File: src/logic/lfflag_defines.vh
/*
  Offsets, field positions, reset values and bus layout of the LED fault flag registers.
  Assumes an 8-bit register address space and an 8-bit data path.
*/
`ifndef LFFLAG_DEFINES_VH
`define LFFLAG_DEFINES_VH

`define LFFLAG_ADDR_W            8
`define LFFLAG_DATA_W            8
`define LFFLAG_OFF_OPEN_CD       8'ha8
`define LFFLAG_OFF_OPEN_EF       8'ha9
`define LFFLAG_OFF_OPEN_GH       8'haa
`define LFFLAG_OFF_SHORT_AB      8'hab
`define LFFLAG_OFF_IRQ_STATUS    8'hb0
`define LFFLAG_OFF_IRQ_MASK      8'hb1
`define LFFLAG_FLAG_RESET        8'h00
`define LFFLAG_IRQ_MASK_RESET    8'h00
`define LFFLAG_LOW_GROUP_LSB     0
`define LFFLAG_HIGH_GROUP_LSB    4
`define LFFLAG_GROUP_W           3
`define LFFLAG_UNMAPPED_READ     8'h00
`define LFFLAG_SYNC_STAGES       3

`endif

File: src/logic/lfflag_sync.v
/*
  Three-stage synchroniser for a vector of fault levels from the analog detectors.
  Assumes the detector levels are asynchronous to clk_i; a bit changes once stages 2 and 3 agree.
*/
`default_nettype none

module lfflag_sync #(
  parameter WIDTH = 24
) (
  input  wire             clk_i,    // System clock.
  input  wire             rst_n_i,  // Synchronous reset, active low.
  input  wire [WIDTH-1:0] async_i,  // Raw fault levels.
  output reg  [WIDTH-1:0] level_o   // Filtered, synchronised levels.
);

  reg [WIDTH-1:0] stage1;
  reg [WIDTH-1:0] stage2;
  reg [WIDTH-1:0] stage3;

  // Stage 1 is read only by stage 2, so metastability never reaches the filter.
  always @(posedge clk_i) begin
    if (!rst_n_i) begin
      stage1  <= {WIDTH{1'b0}};
      stage2  <= {WIDTH{1'b0}};
      stage3  <= {WIDTH{1'b0}};
      level_o <= {WIDTH{1'b0}};
    end else begin
      stage1 <= async_i;
      stage2 <= stage1;
      stage3 <= stage2;
      level_o <= (stage2 & stage3) | (level_o & (stage2 | stage3));
    end
  end

endmodule // lfflag_sync

`default_nettype wire

File: src/logic/lfflag_regs.v
/*
  Read-only LED fault flag registers: open flags for groups C/D, E/F, G/H and short flags
  for groups A/B, plus a sticky interrupt status and mask over the same flags.
  Assumes fault detector levels arrive asynchronously and a simple strobe register port.
*/
// What this block does
// RULE1: An open flag reads one while its output shows an open fault, else zero.
// RULE2: Open register C/D holds D2..D0 in bits 6..4, C2..C0 in 2..0, bit 3 zero.
// RULE3: Open register at A9h resets to 00h; F in 6..4, E in 2..0, reserved zero.
// RULE4: Open register at AAh resets to 00h; H in 6..4, G in 2..0, reserved zero.
// RULE5: Short register at ABh resets to 00h; B in 6..4, A in 2..0, reserved zero.
// RULE6: A short flag reads one while its output is shorted; all flags are read-only.
// RULE7: Host writes to any flag register are ignored and change nothing.
`include "lfflag_defines.vh"
`default_nettype none

module lfflag_regs #(
  parameter NUM_REGS = 4
) (
  input  wire       clk_i,              // 40 MHz clock.
  input  wire       rst_n_i,            // Synchronous reset, active low.
  input  wire [2:0] open_fault_c_i,     // Open detector levels, outputs C2..C0.
  input  wire [2:0] open_fault_d_i,     // Open detector levels, outputs D2..D0.
  input  wire [2:0] open_fault_e_i,     // Open detector levels, outputs E2..E0.
  input  wire [2:0] open_fault_f_i,     // Open detector levels, outputs F2..F0.
  input  wire [2:0] open_fault_g_i,     // Open detector levels, outputs G2..G0.
  input  wire [2:0] open_fault_h_i,     // Open detector levels, outputs H2..H0.
  input  wire [2:0] short_fault_a_i,    // Short detector levels, outputs A2..A0.
  input  wire [2:0] short_fault_b_i,    // Short detector levels, outputs B2..B0.
  input  wire [7:0] addr_i,             // Register address.
  input  wire [7:0] wdata_i,            // Write data.
  input  wire       wr_i,               // Write strobe.
  input  wire       rd_i,               // Read strobe.
  output reg  [7:0] rdata_o,            // Read data, valid the cycle after rd_i.
  output wire       irq_o               // Level interrupt, unmasked status set.
);

  localparam DW = `LFFLAG_DATA_W;

  // Register index within the flag bank: 0 C/D, 1 E/F, 2 G/H, 3 short A/B.
  function [2:0] flag_index;
    input [7:0] addr;
    begin
      case (addr)
        `LFFLAG_OFF_OPEN_CD:  flag_index = 3'h0;
        `LFFLAG_OFF_OPEN_EF:  flag_index = 3'h1;
        `LFFLAG_OFF_OPEN_GH:  flag_index = 3'h2;
        `LFFLAG_OFF_SHORT_AB: flag_index = 3'h3;
        default:              flag_index = 3'h4;
      endcase
    end
  endfunction

  wire [NUM_REGS*6-1:0] raw_faults;
  wire [NUM_REGS*6-1:0] sync_faults;

  assign raw_faults = {short_fault_b_i, short_fault_a_i,
                       open_fault_h_i,  open_fault_g_i,
                       open_fault_f_i,  open_fault_e_i,
                       open_fault_d_i,  open_fault_c_i};

  lfflag_sync #(
    .WIDTH (NUM_REGS*6)
  ) u_sync (
    .clk_i   (clk_i),
    .rst_n_i (rst_n_i),
    .async_i (raw_faults),
    .level_o (sync_faults)
  );

  // Flag registers: each follows its detector; the bus has no write path into them.
  reg  [DW-1:0] flag_reg [0:NUM_REGS-1];
  wire [DW-1:0] next_flag [0:NUM_REGS-1];
  reg  [DW-1:0] irq_status;
  reg  [DW-1:0] irq_mask;
  wire [DW-1:0] rise [0:NUM_REGS-1];

  genvar g;
  generate
    for (g = 0; g < NUM_REGS; g = g + 1) begin : g_flag
      // Low group in bits 2..0, high group in 6..4, bits 7 and 3 forced to zero.
      assign next_flag[g] = {1'b0, sync_faults[g*6+5 -: `LFFLAG_GROUP_W],      // RULE2
                             1'b0, sync_faults[g*6+2 -: `LFFLAG_GROUP_W]};     // RULE3
      assign rise[g] = next_flag[g] & ~flag_reg[g];

      always @(posedge clk_i) begin
        if (!rst_n_i) begin
          flag_reg[g] <= `LFFLAG_FLAG_RESET;                                   // RULE4
        end else begin
          flag_reg[g] <= next_flag[g];                                         // RULE1
        end
      end
    end
  endgenerate

  // Any new fault in a register sets that register's status bit; bits 3..0 map regs 3..0.
  wire [DW-1:0] irq_event;
  assign irq_event = {4'h0, |rise[3], |rise[2], |rise[1], |rise[0]};

  wire wr_status;
  wire wr_mask;
  assign wr_status = wr_i && (addr_i == `LFFLAG_OFF_IRQ_STATUS);
  assign wr_mask   = wr_i && (addr_i == `LFFLAG_OFF_IRQ_MASK);

  // A new event in the same cycle as a write-one clear keeps its bit set.
  always @(posedge clk_i) begin
    if (!rst_n_i) begin
      irq_status <= `LFFLAG_FLAG_RESET;
      irq_mask   <= `LFFLAG_IRQ_MASK_RESET;
    end else begin
      if (wr_status) begin
        irq_status <= (irq_status & ~wdata_i) | irq_event;
      end else begin
        irq_status <= irq_status | irq_event;
      end
      if (wr_mask) begin
        irq_mask <= wdata_i & 8'h0f;
      end
    end
  end

  assign irq_o = |(irq_status & irq_mask);

  // Writes to the flag offsets decode to nothing and are dropped.
  reg [DW-1:0] next_rdata;
  reg [2:0]    rd_idx;
  always @* begin
    rd_idx     = flag_index(addr_i);
    next_rdata = `LFFLAG_UNMAPPED_READ;
    if (rd_idx < NUM_REGS) begin
      next_rdata = flag_reg[rd_idx[1:0]];                                      // RULE6 RULE7
    end else if (addr_i == `LFFLAG_OFF_IRQ_STATUS) begin
      next_rdata = irq_status;
    end else if (addr_i == `LFFLAG_OFF_IRQ_MASK) begin
      next_rdata = irq_mask;
    end
  end

  always @(posedge clk_i) begin
    if (!rst_n_i) begin
      rdata_o <= 8'h00;
    end else if (rd_i) begin
      rdata_o <= next_rdata;                                                   // RULE5
    end else begin
      rdata_o <= 8'h00;
    end
  end

endmodule // lfflag_regs

`default_nettype wire

File: config.mk
export PLATFORM = sky130hd
export DESIGN_NAME = lfflag_regs
export DESIGN_NICKNAME = d
export VERILOG_FILES = /design/src/logic/lfflag_sync.v /design/src/logic/lfflag_regs.v
export VERILOG_INCLUDE_DIRS = /design/src /design/src/logic
export SDC_FILE = /design/constraint.sdc
export NUM_CORES = 1
export LEC_CHECK = 0
export BUFFER_PORTS_ARGS = -buffer_cell sky130_fd_sc_hd__buf_2
export CAP_MARGIN = 20
export CORE_UTILIZATION = 39
export CTS_BUF_LIST = sky130_fd_sc_hd__clkbuf_4
export CTS_CLUSTER_SIZE = 16
export DETAILED_ROUTE_END_ITERATION = 10
export GPL_TIMING_DRIVEN = 1
export PLACE_DENSITY = 0.66
export SYNTH_ARGS = -nofsm -noshare
export SYNTH_HDL_FRONTEND = slang
export SYNTH_SLANG_ARGS = --single-unit
File: constraint.sdc
create_clock -name clk_i -period 2.6 [get_ports clk_i]
set_input_delay 0.13 -clock clk_i [delete_from_list [all_inputs] [get_ports clk_i]]
set_output_delay 0.13 -clock clk_i [all_outputs]
set_load 0.03 [all_outputs]
==> results summary, run 1 <==
The critical path data required time came out at 3070 ps. The number of antenna violations at the first check in global routing came out at 0. The via count of the first global-routing pass is 3003. The number of buffers inserted for hold repair after clock tree synthesis is 36.

The final worst slack is 909.8 ps. The total inserted antenna cells is 0. The number of setup violations in the final report is 0.

The worst-case hold path end point is irq_status[5]. The number of register bits inferred by synthesis came out at 140. The count of instances resized after the clock tree is built came out at 0.

The cell depth of the worst flop-to-flop path came out at 3. The final count of pins violating max slew was 0. The setup TNS came out at 0 ps. In this run the register-to-register setup slack is 1300 ps. The slew at the pin closest to its max-slew limit came out at 688.8 ps. The sequential cell area fraction in the yosys report came out at 60.69%. The worst hold path passes through 3 cells.

The average cell area after synthesis is 10.92 sq um. STA puts the critical path data arrival time at 2160 ps. In this run the standard cell core region covers 11470 sq um. The final weighted congestion in routability-driven placement came out at 0.8216.

The floorplan has 39 rows. The total number of yosys warnings came out at 0. The height of the die is roughly 110 um.

The cell leakage power is around 2.3 nW. The count of endpoints failing hold in the final timing report came out at 0. The library cells used most frequently in the layout, excluding fill and tap cells, are dfxtp_1, and2_1, buf_2. The clock latency of the later-clocked register in the worst-skew pair is 530 ps.

In this run the most critical hold path is launched from rst_n_i. The worst setup skew after layout is 17.20 ps. The highest achievable clock rate is 0.5917 GHz. The count of TritonRoute iterations in the first routing pass is 4.

The horizontal die dimension came out at between 100 and 150 um. The number of maximum-capacitance constraint violations is 0. Setup repair after global routing left no endpoint under its margin. The H-tree depth is 4. The clock tree from TritonCTS is done. For this run, the total global-route usage over all layers was measured as 14.23%. The average wire per cell in the routed design came out at roughly 12 um. The total via count after detailed routing came out at roughly 3000. The final period utilization came out at about two thirds. The area growth from synthesis to layout is 22.76%. Counting I/O delays and the setup requirement, the final critical path takes about 1700 ps.

Pin placement for this block handled 53 I/O pins. The critical path is of the in2reg type. The number of vias per cell after detailed routing came out at 4.594. The capturing point of the worst reg2reg path is irq_status[3]. The largest fanout on the critical path is 10. The HPWL after detailed placement is 5.348 mm. The remaining antenna violation count is 0. The maximum number of pins on one net before global-route repair is 54. The final wirelength is 7.923 mm.

The library cell used as clock root buffer is clkbuf_4. Counting the buffers created by CTS gives 17. OpenSTA, run right after detailed placement, puts the worst setup slack at 858.9 ps. The combined area of all synthesized cells is 4618 sq um. Leaving out fill and tap cells, the most frequent cell in the layout is dfxtp_1. The post-detailed-route DRC marker count came out at 0. STA classifies the critical path endpoint as a register.

The distinct cell type count after synthesis came out at 31. The wire length of the first global-routing pass is 13.66 mm. Synthesis produced a netlist whose cell count is between 400 and 500.

For this configuration, the core starts out at a cell density of 40.27%. The tightest min-delay check is of the in2reg type. Synthesis produced a netlist with a net count of between 400 and 500. In this run the power density over the cells is approximately 700 nW/um^2.

The die footprint came out at ~12000 sq um. The initial DRC count is 140. In this run the post-CTS setup repair buffer count came out at 0.

The share of post-route cells with drive strength above 1 came out at 18.98%. The global-route congestion overflow total is 0. The number of nets in the layout is 558. Clock-pin slew was measured on the worst setup and hold paths at roughly 120 ps. The maximum buffer depth of the clock tree is 2. In this run the critical register-to-register path is launched from u_sync.level_o[21].

The number of buffer cells added on primary ports is 52. The worst setup path is launched from an input port. The clock sink total came out at 140. The power after layout is about 3.9 mW. The flow ran to the end, and the final reports show no timing, DRC or antenna violations. The max-slew headroom at the worst pin is about 54%. Across the VDD grid, the largest voltage drop is 0.0003008 V.
## cell families (layout without fill, tap and decap cells)
family | count (synthesis) | count (layout) | synth area share (%)
flops | 140 | 140 | 60.69
mux | 14 | 14 | 4.660
simple gates | 161 | 161 | 21.97
buf+inv | 32 | 136 | 3.089
compound gates | 76 | 76 | 9.591
## per-stage QoR
stage          hold WS, ps  instances  utilization (%)  area, sq um
6_report             62.16        670            49.44         5669
5_1_grt              68.75        670            49.44         5669
3_3_place_gp         304.7        602            43.45         4982
2_1_floorplan        217.0        423                -         4618
4_1_cts              34.61        670            49.44         5669
3_5_place_dp         308.2        602            43.45         4982
## worst max-delay path by stage
stage / from / end / slack [ps] / cells after the start
floorplan: addr_i[1] / rdata_o[5] / 1500 / 3
global placement: addr_i[6] / rdata_o[7] / 890 / 4
detailed placement: addr_i[6] / rdata_o[0] / 860 / 4
CTS: addr_i[6] / rdata_o[2] / 930 / 5
global route: addr_i[6] / rdata_o[2] / 800 / 5
finish: addr_i[6] / rdata_o[2] / 910 / 5
## cell usage after synthesis, drive strengths merged
cell / instances / area, sq um
nand4bb: 2 / 38.79
nand2: 38 / 142.6
a31oi: 4 / 25.02
o2bb2ai: 3 / 26.28
mux2i: 8 / 80.08
nand4b: 1 / 23.77
dfxtp: 140 / 2803
nor4: 1 / 21.27
and2: 96 / 600.6
clkbuf: 10 / 37.54
nor2b: 16 / 100.1
inv: 14 / 52.55
a21oi: 32 / 160.2
a2111oi: 4 / 35.03
mux4: 6 / 135.1
o21ai: 24 / 120.1
or3: 1 / 11.26
and3b: 1 / 8.760
nor3: 3 / 36.29
nor4b: 1 / 23.77
a22oi: 2 / 15.01
buf: 8 / 52.55
nor3b: 1 / 7.510
a22o: 3 / 26.28
o41ai: 4 / 35.03
## final cells by class
cell class / instances / area (sq um)
timing repair buffer: 90 / 635.6
fill: 1051 / 5798
clock inverter: 15 / 198.9
sequential: 140 / 2803
multi-input combinational: 251 / 1673
clock buffer: 17 / 127.6
tap: 143 / 178.9
inverter: 14 / 52.55
## report_power, final
group | switching [mW] | internal, mW | total (mW)
clock network | 0.765 | 0.757 | 1.52
registers | 0.0177 | 2.19 | 2.21
logic | 0.0720 | 0.0955 | 0.167
total | 0.854 | 3.05 | 3.90
## per-layer routing
| layer | GRT usage [%] | vias up | share of wire (%) |
|---|---|---|---|
| li1 | - | 1592 | - |
| met4 | 7.822 | 0 | 1.9 |
| met1 | 16.23 | 1403 | 47 |
| met2 | 23.44 | 69 | 47 |
| met3 | 4.757 | 14 | 4.5 |
| met5 | 0 | - | 0 |
## worst max-delay path, stage by stage
cell and delay, ps:
buf_2 90, nand4bb_1 630, nor4b_4 580, dlygate4sd3_1 620
o2bb2ai_1 110
(Power assumes the default switching activity.)
==> run 2, diff against run 1 <==
- clock period: 2.6 -> 1.7 ns (I/O delays scaled with it)
==> results summary, run 2 (synthesized netlist as in run 1, its figures left out) <==
The wire length of the first global-routing pass is 14.28 mm (+4.5%). The count of instances resized after the clock tree is built was 0 (unchanged). The cell depth of the worst flop-to-flop path is 3 (unchanged). The CTS buffer count is 17 (unchanged).

The kind of capture point of the worst setup path is a register. The power per unit of standard cell area came out at 1065 nW/um^2 (+55%). The number of vias per cell after detailed routing came out at 4.599 (+0.10%).

The H-tree depth is 4 (unchanged). The final worst slack is 33.95 ps (-875.9 ps). The category of the worst setup path launch point is an input port. The highest achievable clock rate is ~0.60 GHz. The post-detailed-route DRC marker count is 0 (unchanged). The clock sink total is 140 (unchanged). The worst-case hold slack is 60.00 ps (-2.156 ps). The hold path depth came out at 2 (-1).

The slack of the worst reg-to-reg path came out at 480 ps (-820 ps). The final weighted congestion in routability-driven placement came out at 0.8230 (+0.17%). The clock edge transition at the registers on the reported setup and hold paths was 120 ps (about the same). The area growth from synthesis to layout is 26.79%. The height of the die is 110.8 um (unchanged). The origin of the critical flop-to-flop path is irq_mask[3]. The data arrival time of the worst path came out at 2130 ps (-30 ps). The critical path data required time is 2170 ps (-900 ps). The cell leakage power is 2.382 nW (+5.1%). The placeable core region is 11470 sq um (unchanged). The max-slew headroom at the worst pin is 62.91% (+9.1 points). The largest fanout on the critical path came out at 6 (-4). In the finished design, the share of the clock period the worst path needs comes to between 90% and 100%. The clock latency of the later-clocked register in the worst-skew pair came to 510 ps (-20 ps). The global-route congestion overflow total is 0 (unchanged). The maximum number of pins on one net before global-route repair is 93 (+72%). The number of maximum-capacitance constraint violations came to 0 (unchanged). The slowest stage of the critical path belongs to the cell dlygate4sd3_1. The slew at the pin closest to its max-slew limit came out at 555.5 ps (-133.3 ps). In this run the clock root is driven by a clkbuf_4.

The final wirelength is 8.303 mm (+4.8%). The total of fill cells in the finished design is 1056 (+0.48%). The worst vdd rail ir drop came out at 0.0004697 V (+56%).

The share of post-route cells with drive strength above 1 is 18.33% (-0.64 points). The overall fraction of global-route tracks in use is 14.63% (+0.40 points). The path with the worst hold slack has its endpoint at u_sync.stage3[17]. The number of cell rows came out at 39 (unchanged). In the layout the commonest cells are dfxtp_1, and2_1, buf_2. The number of setup violations in the final report came out at 0 (unchanged). The total via count after detailed routing came out at 3141 (+2.0%). The horizontal die dimension came out at 110.8 um (unchanged). The startpoint identified for the worst hold timing path is rst_n_i. The run finished with clean final reports. The filler-free cell count of the finished design came out at 683 (+1.9%). The final count of pins violating max slew was 0 (unchanged). The initial cell density of the core came out at 40.27% (unchanged).

The average wire per cell in the routed design came out at 12.16 um (+2.8%). The remaining antenna violation count came to 0 (unchanged). The worst setup skew after layout was 16.10 ps (-1.097 ps). The number of antenna violations at the first check in global routing came to 0 (unchanged). The capturing point of the worst reg2reg path is rdata_o[3]. The die footprint is 12280 sq um (unchanged).

The initial DRC count is 151 (+7.9%). The number of buffer cells added on primary ports is 52 (unchanged). The library cell used most frequently in the layout, excluding fill and tap cells, is dfxtp_1. The maximum buffer depth of the clock tree is 2 (unchanged). The count of endpoints failing hold in the final timing report is 0 (unchanged). The number of nets in the layout was 572 (+2.5%). The via count of the first global-routing pass came to 3020 (+0.57%). The count of TritonRoute iterations in the first routing pass came out at 4 (unchanged).

The placement-stage worst setup slack came to 419.1 ps (-439.9 ps). The number of ports placed on the die boundary is 53 (unchanged). The estimated wirelength of the detail-placed design came out at 5.364 mm (+0.30%). The clock period minus worst slack is about 1700 ps. The most numerous cell type found on the critical path is dlygate4sd3_1. The number of cells in the design after placement is 602 (unchanged). The total inserted antenna cells is 0 (unchanged).

Walking the worst path, the cells encountered are dlygate4sd3_1, buf_2, nand4bb_4, nor3_4, mux2i_1, dlygate4sd3_1. The critical path's largest stage delay came out at 570 ps (-60 ps). The worst setup path is of the in2reg kind. The path class of the tightest hold or removal check is in2reg. The clock tree from TritonCTS is done.
[run 2: metrics by stage]
| stage | area [sq um] | util [%] | total power, mW | setup TNS [ps] |
|---|---|---|---|---|
| 2_1_floorplan | 4618 | - | 3.573 | 0 |
| 3_3_place_gp | 4995 | 43.56 | 3.655 | 0 |
| 3_5_place_dp | 4995 | 43.56 | 3.660 | 0 |
| 4_1_cts | 5838 | 50.91 | 6.309 | 0 |
| 5_1_grt | 5856 | 51.06 | 6.509 | -2.829 |
| 6_report | 5856 | 51.06 | 6.236 | 0 |
[run 2: layout make-up]
type,instances,area (sq um),area share (%)
Multi-Input combinational cell,251,1673,28.57
Tap cell,143,178.9,3.056
Inverter,14,52.55,0.8974
Sequential cell,140,2803,47.86
Clock buffer,19,142.6,2.436
Clock inverter,12,220.2,3.761
Timing Repair Buffer,104,785.8,13.42
[run 2: per-layer routing]
metal | global-route usage, % | vias to the layer above | wire, um
met4 | 5.867 | 0 | 80
met2 | 22.98 | 77 | 3892
met5 | 0 | - | 0
met1 | 18.25 | 1438 | 3914
li1 | - | 1619 | -
met3 | 5.249 | 7 | 416
[run 2: repair_timing]
action	CTS	global route
endpoints found under the setup margin	0	3
setup buffers	0	1
endpoints found under the hold margin	41	2
hold buffers	48	2
[run 2: power breakdown]
group	switching, mW	internal [mW]
Combinational	0.115	0.156
Clock	1.10	1.48
Sequential	0.0282	3.35
[run 2: worst max path at each step]
stage,from,endpoint,slack [ps]
floorplan,flag_reg[3][4],rdata_o[5],630
global placement,rst_n_i,rdata_o[1],410
detailed placement,addr_i[1],rdata_o[5],420
CTS,addr_i[3],irq_mask[2],80
global route,addr_i[3],irq_mask[0],-3
finish,addr_i[3],irq_mask[1],30
[run 2: worst max-delay path: cells and delay by family]
family                 cells  cell delay [ps]
buffers and inverters      3             1260
muxes                      1              220
and+or+nand+nor            2              570
==> run 3, diff against run 2 <==
- ABC_AREA: not set -> 1
- MAX_ROUTING_LAYER: not set -> met4
==> results summary, run 3 <==
The total number of yosys warnings is 0 (unchanged). The die footprint is 12990 sq um (+5.8%). The total setup buffers inserted after CTS came to 0 (unchanged). The family of cells with the greatest summed delay on the critical path is flip-flops. The count of TritonRoute iterations in the first routing pass came out at 7 (+3). The data arrival time of the worst path was 1410 ps (-720 ps). The maximum buffer depth of the clock tree came to 2 (unchanged). The post-detailed-placement cell area came to 5314 sq um (+6.4%). The switching power of the nets is 1.349 mW (+8.4%). The H-tree depth is 4 (unchanged). The total of fill cells in the finished design is 1198 (+13%). The top metal layer carrying routed signals is met4. The worst vdd rail ir drop came out at 0.0003769 V (-20%).

The multi-input gate area in the final layout came to 1394 sq um (-17%). The worst-case hold slack is 69.53 ps (+9.523 ps). The synthesized design spends more area on one cell type than any other, namely dfxtp_1. The internal power came out at 4.379 mW (-12%). The highest achievable clock rate came to 0.6698 GHz (+12%).

The clock edge transition at the registers on the reported setup and hold paths came to 120 ps (about the same). Walking the worst path, the cells encountered are inv_1, o21ai_0, a21oi_1, o21ai_0, buf_4. The clock share of power is 35.5% (-5.9 points). The commonest cells after synthesis are inv_1, nand2_1, dfxtp_1. Yosys attributes the largest share of cell area to dfxtp_1, inv_1, nand2_1, a21oi_1, nor2_1. The power per unit of standard cell area came out at 944.3 nW/um^2 (-11%). The fraction of registers with async set or reset after synthesis is 0% (unchanged). The critical path's largest stage delay was 350 ps (-220 ps).

From synthesis to final layout, the design area changed by 24.02%. The final weighted congestion in routability-driven placement is 0.9210 (+12%). The clock latency of the later-clocked register in the worst-skew pair is 520 ps (about the same). The final count of pins violating max slew is 0 (unchanged).

TritonCTS built the clock tree. The initial cell density of the core came out at 40.38% (+0.11 points). The worst setup path is launched from a register. The distinct cell type count after synthesis is 25 (-19%). The number of buffer cells added on primary ports came out at 52 (unchanged). The critical path starts at irq_mask[0]. The beginning of the worst hold path is rd_i.

The height of the die is 114.0 um (+2.9%). The total length of routed met2 wires is 4.102 mm (+5.4%). The number of ports placed on the die boundary was 53 (unchanged). The slew at the pin closest to its max-slew limit was 544.5 ps (-11.04 ps). The largest fanout on the critical path came out at 2 (-4). The part of the power in registers came out at 59.0% (+4.8 points). The worst setup skew after layout came out at 18.47 ps (+2.376 ps). The wire length on met3 is 385 um (-7.5%). The average cell area after synthesis came out at 7.889 sq um (-28%). The critical path data required time is 1620 ps (-550 ps). The root buffer cell chosen for the clock tree is clkbuf_4. The clock period minus worst slack is 1493 ps (-173.1 ps).

The number of maximum-capacitance constraint violations is 0 (unchanged). The flip-flop cell with the highest count after synthesis is dfxtp_1. The via count of the first global-routing pass came out at 3674 (+22%). The number of setup violations in the final report came out at 0 (unchanged). The cell leakage power came out at 3.495 nW (+47%). The placeable core region is 12110 sq um (+5.6%). Setup repair after global routing left no endpoint under its margin. The count of endpoints failing hold in the final timing report came out at 0 (unchanged). In the layout the commonest cells are inv_1, nand2_1, dfxtp_1. The combined area of all synthesized cells is 4891 sq um (+5.9%).

The number of register bits inferred by synthesis came out at 140 (unchanged). The average wire per cell in the routed design was 9.914 um (-18%). The max-slew headroom at the worst pin is 63.70% (+0.79 points).

The number of vias per cell after detailed routing came out at 4.187 (-8.9%). The flip-flop and latch area was 2803 sq um (unchanged). The estimated wirelength of the detail-placed design is 6.148 mm (+15%). The run finished with clean final reports. The maximum number of pins on one net before global-route repair came out at 57 (-39%). The sequential cell area fraction in the yosys report was 57.30% (-3.4 points). The number of antenna violations at the first check in global routing is 1 (+1). The share of the synthesized area in the top cell type is 57.30% (-3.4 points). The remaining antenna violation count came to 0 (unchanged).

The count of buffer and inverter cells on the critical path is 2 (-1). The most repeated library cell on the critical path is o21ai_0. The CTS buffer count is 17 (unchanged). The global-route congestion overflow total is 0 (unchanged).

The startpoint identified for the worst register-to-register timing path is u_sync.level_o[23]. The total via count after detailed routing came out at 3798 (+21%). The cell depth of the worst flop-to-flop path came to 4 (+1). The clock sink total is 140 (unchanged). The number of flops mapped to enable cells by yosys is 0 (unchanged). The post-detailed-route DRC marker count is 0 (unchanged). The critical path is of the reg2out type. The routed metal-1 wirelength came to 4.368 mm (+12%). The combinational group share of total power was 5.5% (+1.1 points). The worst setup path is captured at an output pin. The number of nets in the layout came to 769 (+34%).

The cell area after layout came out at 6066 sq um (+3.6%). The share of post-route cells with drive strength above 1 is 13.41% (-4.9 points). The initial DRC count came out at 239 (+58%). The number of cell rows came out at 40 (+2.6%). The final period utilization is 87.82% (-10 points). The horizontal die dimension came to 114.0 um (+2.9%). The final wirelength came out at 8.992 mm (+8.3%). The hold path depth was 5 (+3).

The overall fraction of global-route tracks in use is 15.72% (+1.1 points). The total stage count of the critical path came out at 5 (-1). The instance count of the mapped netlist came out at 620 (+47%). The power after layout is 5.728 mW (-8.1%). By instance count, the leading cell after synthesis is inv_1.

The wire length of the first global-routing pass is 15.58 mm (+9.1%). The setup TNS was 0 ps (unchanged). The synthesized net count is 664 (+42%). The library cell used most frequently in the layout, excluding fill and tap cells, is inv_1. The proportion of total power due to net switching came out at 23.56% (+3.6 points). For this design, the slowest cell found on the critical path is dfxtp_1. The path type of the worst min-delay path is in2reg.
==> run 3: kinds of logic (layout without fill, tap and decap cells) <==
group | count (synthesis) | count (layout) | synth area share, %
and+or+nand+nor | 212 | 212 | 18.01
buffers and inverters | 180 | 298 | 14.20
DFF | 140 | 140 | 57.30
AOI/OAI and AO/OA | 88 | 88 | 10.49
other | 0 | 1 | 0
==> run 3: stage by stage <==
step                util (%)  cells  setup slack (ps)
floorplan                  -    620             581.3
global placement       43.87    827             476.1
detailed placement     43.87    827             432.2
CTS                    50.04    906             126.7
global route           50.08    907             17.77
finish                 50.08    907             207.1
==> run 3: power groups by stage <==
stage | clock (mW) | combinational, mW | sequential [mW]
floorplan | 0 | 0.144 | 3.45
global placement | 0 | 0.229 | 3.45
detailed placement | 0 | 0.233 | 3.45
CTS | 2.10 | 0.313 | 3.38
global route | 2.28 | 0.355 | 3.39
finish | 2.03 | 0.315 | 3.38
==> run 3: final timing paths <==
check | slack (ps) | endpoint
worst max-delay path | 210 | irq_o
worst min-delay path | 70 | rdata_o[4]
worst max register to register | 720 | irq_status[3]
worst min register to register | 410 | u_sync.stage2[7]
==> run 3: what timing repair did <==
action                                  CTS  global route
endpoints found under the hold margin    51             0
hold buffers                             47             0
endpoints found under the setup margin    0             1
resized for setup                         0             2
==> run 3: worst register-to-register path: cells and delay by family (launching register included) <==
| kind | cells | cell delay [ps] |
|---|---|---|
| compound gates | 2 | 180 |
| simple gates | 1 | 290 |
| flops | 1 | 360 |
| buf+inv | 1 | 60 |
==> run 3: per-layer routing <==
layer	track usage [%]	vias up
met1	18.21	1655
met3	4.676	13
met4	7.446	0
met5	-	-
li1	-	2043
met2	24.97	87
==> run 3: final cells by class <==
type / instances / share of cell area [%]
Inverter: 165 / 10.21
Sequential cell: 140 / 46.20
Clock buffer: 17 / 2.104
Antenna cell: 1 / 0.04125
Clock inverter: 15 / 2.455
Tap cell: 168 / 3.465
Multi-Input combinational cell: 300 / 22.98
Timing Repair Buffer: 101 / 12.54
